--- src/design/supply_pin_cfg_pkg.sv ---
// Constants and carrier types for the supply monitor and pin configuration registers
package supply_pin_cfg_pkg;
    localparam logic [5:0] MONITOR_OFFSET = 6'h1B;
    localparam logic [5:0] PINCFG_OFFSET = 6'h1C;
    // Monitor register fields
    localparam int ABOVE_TRIP_BIT = 6;
    localparam int WATCH_ENABLE_BIT = 5;
    localparam int TRIP_CODE_MSB = 4;
    localparam logic WATCH_ENABLE_RESET = 1'b0;
    localparam logic [4:0] TRIP_CODE_RESET = 5'h00;
    localparam logic ABOVE_TRIP_RESET = 1'b1;
    // Pin configuration fields
    localparam int BEACON_BIT = 11;
    localparam int BYTES_INV_BIT = 10;
    localparam int THR_INV_BIT = 9;
    localparam int DELIM_INV_BIT = 8;
    localparam int CLEAR_INV_BIT = 7;
    localparam int THR_MSB = 6;
    localparam logic [6:0] THR_RESET = 7'h40;
    // Comparator settling time
    localparam int SETTLE_TIME_NS = 5000;
    localparam int CLK_PERIOD_NS = 25;
    localparam int SETTLE_CYCLES = (SETTLE_TIME_NS + CLK_PERIOD_NS - 1) / CLK_PERIOD_NS;

    typedef struct packed {
        logic rx_bytes;
        logic rx_threshold;
        logic frame_delimiter;
        logic channel_clear;
    } pin_set_type;

    typedef struct packed {
        logic accept_any_beacon;
        logic rx_bytes_pin_invert;
        logic rx_threshold_pin_invert;
        logic frame_delimiter_pin_invert;
        logic channel_clear_pin_invert;
        logic [6:0] rx_threshold_bytes;
    } pin_cfg_type;
endpackage

--- src/design/supply_pin_cfg_regs.sv ---
// Supply monitor control and pin polarity / threshold configuration registers
`timescale 1ns/1ps
`default_nettype none
// Notes on behaviour
// Software writes zero to monitor bits 15:7 and pin config bits 15:12.
// Comparator result trusted only 5 us after enable and trip level programmed.
// Monitor bit 6 is read-only: 1 supply above trip, 0 below.
// Monitor bit 5 enables the supply monitor; resets to 0.
// Monitor bits 4:0 hold trip-level code, reset 0, trip 1.25*(72-code)/27 V.
// Bit 11 accepts all beacons when filtering on; ignored when filtering off.
// Software sets accept-all when stored network id is 0xFFFF, else clears.
// Bit 10 sets receive-bytes output polarity, 1 active low; resets 0.
// Bit 9 sets receive-threshold output polarity, 1 active low; resets 0.
// Bit 8 sets frame-delimiter pin polarity, 1 active low; resets 0.
// Bit 7 sets channel-clear pin polarity, 1 active low; resets 0.
// Bits 6:0 give queue byte count activating receive threshold; reset 64.
// Polarity inverts internal active-high signal at pin, effective next cycle.
module supply_pin_cfg_regs
    import supply_pin_cfg_pkg::*;
#(
    parameter int COUNT_WIDTH = 8
) (
    // Clock and reset
    input wire logic clk,
    input wire logic reset_n,
    // Register port from the configuration serial decoder
    input wire logic [5:0] reg_addr,
    input wire logic reg_wr,
    input wire logic [15:0] reg_wdata,
    input wire logic reg_rd,
    output logic [15:0] reg_rdata,
    // Supply monitor
    input wire logic supply_above_trip,
    output logic supply_watch_enable,
    output logic [4:0] trip_level_code,
    output logic supply_good_flag,
    // Address filtering
    input wire logic address_filter_enable,
    output logic accept_any_beacon,
    // Status pins
    input wire pin_set_type pin_raw,
    input wire logic [COUNT_WIDTH-1:0] receive_queue_count,
    output pin_set_type pin_out
);
    if (COUNT_WIDTH < 7) begin : g_width_check
        $error("COUNT_WIDTH must hold a 7-bit threshold");
    end

    pin_cfg_type cfg;
    logic [2:0] above_sync;
    logic above_trip;
    logic [7:0] settle_count;
    logic threshold_hit;
    pin_set_type next_pins;

    wire logic wr_monitor = reg_wr && reg_addr == MONITOR_OFFSET;
    wire logic wr_pincfg = reg_wr && reg_addr == PINCFG_OFFSET;

    // Reserved bits are dropped on write and read back as zero
    always_ff @(posedge clk or negedge reset_n) begin
        if (!reset_n) begin
            supply_watch_enable <= WATCH_ENABLE_RESET;
            trip_level_code <= TRIP_CODE_RESET;
        end else if (wr_monitor) begin
            supply_watch_enable <= reg_wdata[WATCH_ENABLE_BIT];
            trip_level_code <= reg_wdata[TRIP_CODE_MSB:0];
        end
    end

    always_ff @(posedge clk or negedge reset_n) begin
        if (!reset_n) begin
            cfg <= '{1'b0, 1'b0, 1'b0, 1'b0, 1'b0, THR_RESET};
        end else if (wr_pincfg) begin
            cfg.accept_any_beacon <= reg_wdata[BEACON_BIT];
            cfg.rx_bytes_pin_invert <= reg_wdata[BYTES_INV_BIT];
            cfg.rx_threshold_pin_invert <= reg_wdata[THR_INV_BIT];
            cfg.frame_delimiter_pin_invert <= reg_wdata[DELIM_INV_BIT];
            cfg.channel_clear_pin_invert <= reg_wdata[CLEAR_INV_BIT];
            cfg.rx_threshold_bytes <= reg_wdata[THR_MSB:0];
        end
    end

    // Analog comparator is asynchronous; a change counts once stages 2 and 3 agree
    always_ff @(posedge clk or negedge reset_n) begin
        if (!reset_n) begin
            above_sync <= {3{ABOVE_TRIP_RESET}};
            above_trip <= ABOVE_TRIP_RESET;
        end else begin
            above_sync <= {above_sync[1:0], supply_above_trip};
            if (above_sync[1] == above_sync[2]) begin
                above_trip <= above_sync[2];
            end
        end
    end

    // Settling timer restarts on any monitor write, since the trip level may have moved
    always_ff @(posedge clk or negedge reset_n) begin
        if (!reset_n) begin
            settle_count <= 8'h00;
            supply_good_flag <= 1'b0;
        end else if (wr_monitor || !supply_watch_enable) begin
            settle_count <= 8'h00;
            supply_good_flag <= 1'b0;
        end else if (settle_count != 8'(SETTLE_CYCLES)) begin
            settle_count <= settle_count + 8'h01;
            supply_good_flag <= settle_count == 8'(SETTLE_CYCLES - 1);
        end
    end

    // Beacon policy only matters while address filtering is on
    always_ff @(posedge clk or negedge reset_n) begin
        if (!reset_n) begin
            accept_any_beacon <= 1'b0;
        end else begin
            accept_any_beacon <= address_filter_enable && cfg.accept_any_beacon;
        end
    end

    assign threshold_hit = receive_queue_count >= COUNT_WIDTH'(cfg.rx_threshold_bytes);

    always_comb begin
        next_pins.rx_bytes = pin_raw.rx_bytes ^ cfg.rx_bytes_pin_invert;
        next_pins.rx_threshold = threshold_hit ^ cfg.rx_threshold_pin_invert;
        next_pins.frame_delimiter = pin_raw.frame_delimiter ^ cfg.frame_delimiter_pin_invert;
        next_pins.channel_clear = pin_raw.channel_clear ^ cfg.channel_clear_pin_invert;
    end

    // Pins come out of a flop, so a polarity change shows one cycle after the write
    always_ff @(posedge clk or negedge reset_n) begin
        if (!reset_n) begin
            pin_out <= '0;
        end else begin
            pin_out <= next_pins;
        end
    end

    // Read data is registered; unmapped offsets read zero
    always_ff @(posedge clk or negedge reset_n) begin
        if (!reset_n) begin
            reg_rdata <= 16'h0000;
        end else if (reg_rd) begin
            unique case (reg_addr)
                MONITOR_OFFSET: reg_rdata <= {9'h000, above_trip, supply_watch_enable, trip_level_code};
                PINCFG_OFFSET: reg_rdata <= {4'h0, cfg.accept_any_beacon, cfg.rx_bytes_pin_invert,
                    cfg.rx_threshold_pin_invert, cfg.frame_delimiter_pin_invert,
                    cfg.channel_clear_pin_invert, cfg.rx_threshold_bytes};
                default: reg_rdata <= 16'h0000;
            endcase
        end
    end

    property p_good_needs_settle;
        @(posedge clk) disable iff (!reset_n)
        $rose(supply_good_flag) |-> $past(supply_watch_enable, 200) && settle_count == 8'(SETTLE_CYCLES);
    endproperty
    a_good_needs_settle: assert property (p_good_needs_settle) else $error("good flag before settling");

    // Assertion helper: cycles since the last monitor write with the monitor held on, saturating
    logic [7:0] watch_age;
    always_ff @(posedge clk or negedge reset_n) begin
        if (!reset_n) begin
            watch_age <= 8'h00;
        end else if (wr_monitor || !supply_watch_enable) begin
            watch_age <= 8'h00;
        end else if (watch_age != 8'hFF) begin
            watch_age <= watch_age + 8'h01;
        end
    end

    property p_good_on_time;
        @(posedge clk) disable iff (!reset_n)
        1'b1 |-> supply_good_flag == (watch_age >= 8'(SETTLE_CYCLES));
    endproperty
    a_good_on_time: assert property (p_good_on_time) else $error("good flag late");

    property p_read_above;
        @(posedge clk) disable iff (!reset_n)
        reg_rd && reg_addr == MONITOR_OFFSET |=> reg_rdata[ABOVE_TRIP_BIT] == $past(above_trip)
            && reg_rdata[15:7] == 9'h000;
    endproperty
    a_read_above: assert property (p_read_above) else $error("monitor readback wrong");

    property p_enable_write;
        @(posedge clk) disable iff (!reset_n)
        wr_monitor |=> supply_watch_enable == $past(reg_wdata[WATCH_ENABLE_BIT]);
    endproperty
    a_enable_write: assert property (p_enable_write) else $error("enable not stored");

    property p_code_stable;
        @(posedge clk) disable iff (!reset_n)
        !wr_monitor |=> $stable(trip_level_code) && $stable(supply_watch_enable);
    endproperty
    a_code_stable: assert property (p_code_stable) else $error("monitor field changed unwritten");

    property p_beacon_off;
        @(posedge clk) disable iff (!reset_n)
        !address_filter_enable |=> !accept_any_beacon;
    endproperty
    a_beacon_off: assert property (p_beacon_off) else $error("beacon accept while unfiltered");

    property p_bytes_pin;
        @(posedge clk) disable iff (!reset_n)
        1'b1 |=> pin_out.rx_bytes == ($past(pin_raw.rx_bytes) ^ $past(cfg.rx_bytes_pin_invert));
    endproperty
    a_bytes_pin: assert property (p_bytes_pin) else $error("bytes pin polarity wrong");

    property p_thr_pin;
        @(posedge clk) disable iff (!reset_n)
        1'b1 |=> pin_out.rx_threshold == ((receive_queue_count >= COUNT_WIDTH'(cfg.rx_threshold_bytes)) ^
            cfg.rx_threshold_pin_invert) || $changed(cfg) || $changed(receive_queue_count);
    endproperty
    a_thr_pin: assert property (p_thr_pin) else $error("threshold pin wrong");

    property p_delim_pin;
        @(posedge clk) disable iff (!reset_n)
        wr_pincfg ##1 $stable(pin_raw.frame_delimiter) |=>
            pin_out.frame_delimiter == ($past(pin_raw.frame_delimiter) ^ $past(reg_wdata[DELIM_INV_BIT], 2));
    endproperty
    a_delim_pin: assert property (p_delim_pin) else $error("delimiter polarity late");

    property p_clear_pin;
        @(posedge clk) disable iff (!reset_n)
        1'b1 |=> pin_out.channel_clear == ($past(pin_raw.channel_clear) ^ $past(cfg.channel_clear_pin_invert));
    endproperty
    a_clear_pin: assert property (p_clear_pin) else $error("clear pin polarity wrong");

    property p_thr_write;
        @(posedge clk) disable iff (!reset_n)
        wr_pincfg |=> cfg.rx_threshold_bytes == $past(reg_wdata[THR_MSB:0]);
    endproperty
    a_thr_write: assert property (p_thr_write) else $error("threshold not stored");

    property p_invert_next;
        @(posedge clk) disable iff (!reset_n)
        $changed(cfg.rx_bytes_pin_invert) && $stable(pin_raw.rx_bytes) |=> $changed(pin_out.rx_bytes);
    endproperty
    a_invert_next: assert property (p_invert_next) else $error("polarity change not next cycle");

    c_settled: cover property (@(posedge clk) disable iff (!reset_n) $rose(supply_good_flag));
    c_beacon: cover property (@(posedge clk) disable iff (!reset_n) accept_any_beacon);
    c_thr_low: cover property (@(posedge clk) disable iff (!reset_n) cfg.rx_threshold_pin_invert && pin_out.rx_threshold);
endmodule
`default_nettype wire

--- config.mk ---
export PLATFORM = sky130hd
export DESIGN_NAME = supply_pin_cfg_regs
export DESIGN_NICKNAME = d
export VERILOG_FILES = /design/src/design/supply_pin_cfg_pkg.sv /design/src/design/supply_pin_cfg_regs.sv
export SDC_FILE = /design/constraint.sdc
export NUM_CORES = 1
export LEC_CHECK = 0
export BUFFER_PORTS_ARGS = -buffer_cell sky130_fd_sc_hd__buf_2
export CAP_MARGIN = 20
export CORE_UTILIZATION = 57
export CTS_BUF_LIST = sky130_fd_sc_hd__clkbuf_2
export DETAILED_ROUTE_END_ITERATION = 10
export GPL_TIMING_DRIVEN = 0
export HOLD_SLACK_MARGIN = 0.15
export PLACE_DENSITY = 0.95
export SYNTH_ARGS = -nofsm -noshare
export SYNTH_HDL_FRONTEND = slang
export SYNTH_SLANG_ARGS = --single-unit
--- constraint.sdc ---
create_clock -name clk -period 2.76 [get_ports clk]
set_input_delay 0.828 -clock clk [delete_from_list [all_inputs] [get_ports clk]]
set_output_delay 0.828 -clock clk [all_outputs]
set_load 0.01 [all_outputs]
==> impl_metrics.json <==
{
  "status": "completed",
  "syn2layout_area_growth_pct": 20.34,
  "skew_ns": 0.02192,
  "cts.clk_slew.worst_paths_ns": 0.23,
  "cp.required_ns": 3.06,
  "dr.pass1.iters": 4,
  "fin_crit_ns": 1.887,
  "syn-cell-area_um2": 2183,
  "cellPowerDensity_nw_per_um2": 528.8,
  "drive_above_1_share_pct": 38.82,
  "wl_um": 4185,
  "antennaDiodeCount": 0,
  "critical_path_class": "input pin to flip-flop",
  "cts_tree": "done",
  "insertion_delay_ns": 0.41,
  "wl_per_cell_um": 13.81,
  "dp_hpwl_um": 3164,
  "nets": 303,
  "syn_area_per_cell_um2": 11.80,
  "worst_setup_path_end_kind": "flip-flop",
  "grt_pass1_vias": 1629,
  "postRouteAntennaNets": 0,
  "tightest_slew_ns": 0.5557,
  "final_cell_mix": "59 x buf_2, 43 x dfrtp_1, 17 x nor2_1",
  "ir_drop_uv": 331.5,
  "fmax_mhz": 529.9,
  "antenna_found_initial": 0,
  "setup_viol": 0,
  "fin_tns_setup_ns": 0,
  "grt_overflow": 0,
  "drc": 0,
  "final_area_um2": 2628,
  "place.port_buffers": 58,
  "dpl_cell_area_um2": 2545,
  "period_share_pct": 68.38,
  "fp-row-count": 22,
  "gp_routability_congestion": 0.7853,
  "post_synth_num_cell_types": 34,
  "timing.final.max_slew_violations": 0,
  "io_pins": 68,
  "dieArea_um2": 4082,
  "pre_cts_slack_ns": 0.4346,
  "ys_ff_latch": 48,
  "hold_class": "input pin to asynchronous set/reset pin",
  "synth_seq_area_share_pct": 55.30,
  "final_common_cell": "buf_2",
  "initial_core_util_pct": 59.64,
  "final.setup.worst_slack_ns": 0.8727,
  "vias": 1590,
  "grt_max_degree": 49,
  "grtUsageTotal_pct": 23.76,
  "synth_cells": 185,
  "startpoint_type": "input pin",
  "hold_buffers": 0,
  "grt_pass1_wl_um": 7196,
  "cts-root-buf": "clkbuf_2",
  "core_area_um2": 3661,
  "numCtsBuffers": 5,
  "power_leakage_nw": 1.345,
  "cts.sinks": 48,
  "cap_violations": 0,
  "cp.arrival_ns": 2.19,
  "drtIter0Drc": 94,
  "cts_buffer_depth": 2,
  "chipWidth_um": 63.89,
  "post_cts_resized": 0,
  "yosysWarningCount": 0,
  "critPathMaxFanout": 10,
  "rsz0062_at_grt": "false",
  "slew_headroom_pct": 62.75,
  "cts_setup_buffers": 0,
  "critPathLaunch": "reg_addr[5]",
  "hold_violations": 0,
  "r2r-start": "cfg[6]$_DFFE_PN1P_",
  "cts_max_level": 2,
  "die_y_um": 63.89,
  "routed_via_density": 5.248
}
==> cells in the mapped netlist <==
| cell | count | area, um^2 |
|---|---|---|
| a211oi_1 | 1 | 7.510 |
| a21o_1 | 1 | 7.510 |
| a21oi_1 | 11 | 55.05 |
| a22oi_1 | 7 | 52.55 |
| and2_1 | 1 | 6.260 |
| and3_1 | 2 | 12.51 |
| buf_2 | 1 | 5.000 |
| buf_4 | 4 | 30.03 |
| buf_6 | 1 | 11.26 |
| clkbuf_1 | 2 | 7.510 |
| conb_1 | 1 | 3.750 |
| dfrtp_1 | 43 | 1076 |
| dfstp_2 | 5 | 131.4 |
| ha_1 | 9 | 112.6 |
| inv_1 | 15 | 56.30 |
| maj3_1 | 1 | 10.01 |
| mux2_2 | 8 | 90.09 |
| mux2_4 | 8 | 120.1 |
| mux2i_1 | 1 | 10.01 |
| nand2_1 | 5 | 18.77 |
| nand2_2 | 3 | 18.77 |
| nand2b_1 | 1 | 6.260 |
| nand3_1 | 10 | 50.05 |
| nand3b_4 | 1 | 20.02 |
| nand4b_1 | 1 | 8.760 |
| nor2_1 | 17 | 63.81 |
| nor2b_1 | 1 | 6.260 |
| nor3_1 | 2 | 10.01 |
| nor3_2 | 1 | 10.01 |
| nor4b_4 | 1 | 23.77 |
| o21ai_0 | 9 | 45.04 |
| or3b_2 | 1 | 8.760 |
| xnor2_1 | 2 | 17.52 |
| xor2_1 | 8 | 70.07 |
==> final timing paths <==
check / slack [ns] / cells past startpoint / to
max: 0.87 / 6 / supply_watch_enable$_DFFE_PN0P_
min: 0.19 / 1 / reg_rdata[7]$_DFFE_PN0P_
max reg2reg: 1.13 / 5 / pin_out[2]$_DFF_PN0_
min reg2reg: 0.37 / 0 / above_sync[1]$_DFF_PN1_
max in group asynchronous: 2.04 / 2 / above_sync[0]$_DFF_PN1_
min in group clk: 0.37 / 0 / above_sync[1]$_DFF_PN1_
==> where the power goes <==
| group | internal [mW] | leakage [nW] | switching [mW] | total [mW] |
|---|---|---|---|---|
| clock network | 0.148 | 0.0380 | 0.209 | 0.357 |
| logic | 0.113 | 0.687 | 0.110 | 0.223 |
| registers | 0.769 | 0.620 | 0.0410 | 0.810 |
==> worst max-delay path, stage by stage <==
cell and delay, ns:
buf_2 0.09, nand3b_4 0.16, nor3_2 0.48, nand2_2 0.27
nand2_2 0.24, o21ai_0 0.11
==> per-stage QoR <==
| stage | hold WS [ns] | cells | utilization, % | power [mW] |
|---|---|---|---|---|
| 4_1_cts | 0.3771 | 302 | 71.22 | 1.396 |
| 3_5_place_dp | 0.3524 | 294 | 69.51 | 1.044 |
| 6_report | 0.1925 | 303 | 71.77 | 1.390 |
| 3_3_place_gp | 0.3465 | 294 | 69.51 | 1.028 |
| 5_1_grt | 0.1702 | 303 | 71.77 | 1.459 |
| 2_1_floorplan | 0.3452 | 188 | - | 0.9381 |
==> layout make-up <==
| cell class | count | area (um^2) |
|---|---|---|
| tap | 48 | 60.06 |
| clock inverter | 3 | 37.54 |
| fill | 258 | 1033 |
| clock buffer | 5 | 25.02 |
| inverter | 15 | 56.30 |
| multi-input combinational | 117 | 877.1 |
| sequential | 48 | 1207 |
| timing repair buffer | 59 | 310.3 |
| buffer | 8 | 53.80 |
==> logic make-up (layout without fill, tap and decap cells) <==
kind of cell | after synthesis | in the layout | share of synthesized area, %
flops | 48 | 48 | 55.30
simple gates | 47 | 47 | 12.09
compound gates | 29 | 29 | 7.679
buf+inv | 23 | 90 | 5.043
mux | 17 | 17 | 10.09
fa+ha+maj | 10 | 10 | 5.616
xor+xnor | 10 | 10 | 4.012
other cells | 1 | 4 | 0.1718
==> layer usage <==
layer,global-route usage [%],wire [um],vias up
met1,28.20,1656,759
met5,0,0,-
met2,40.16,2144,62
met4,12.78,121,0
met3,5.000,263,15
li1,-,-,754
==> registers in the layout, summed over array words and instances (netlist names) <==
name,cells
settle_count,8
supply_watch_enable,1
cfg,12
trip_level_code,5
supply_good_flag,1
reg_rdata,12
accept_any_beacon,1
pin_out,4
above_sync,3
above_trip,1
No activity file was read; power rests on OpenSTA's default activity.
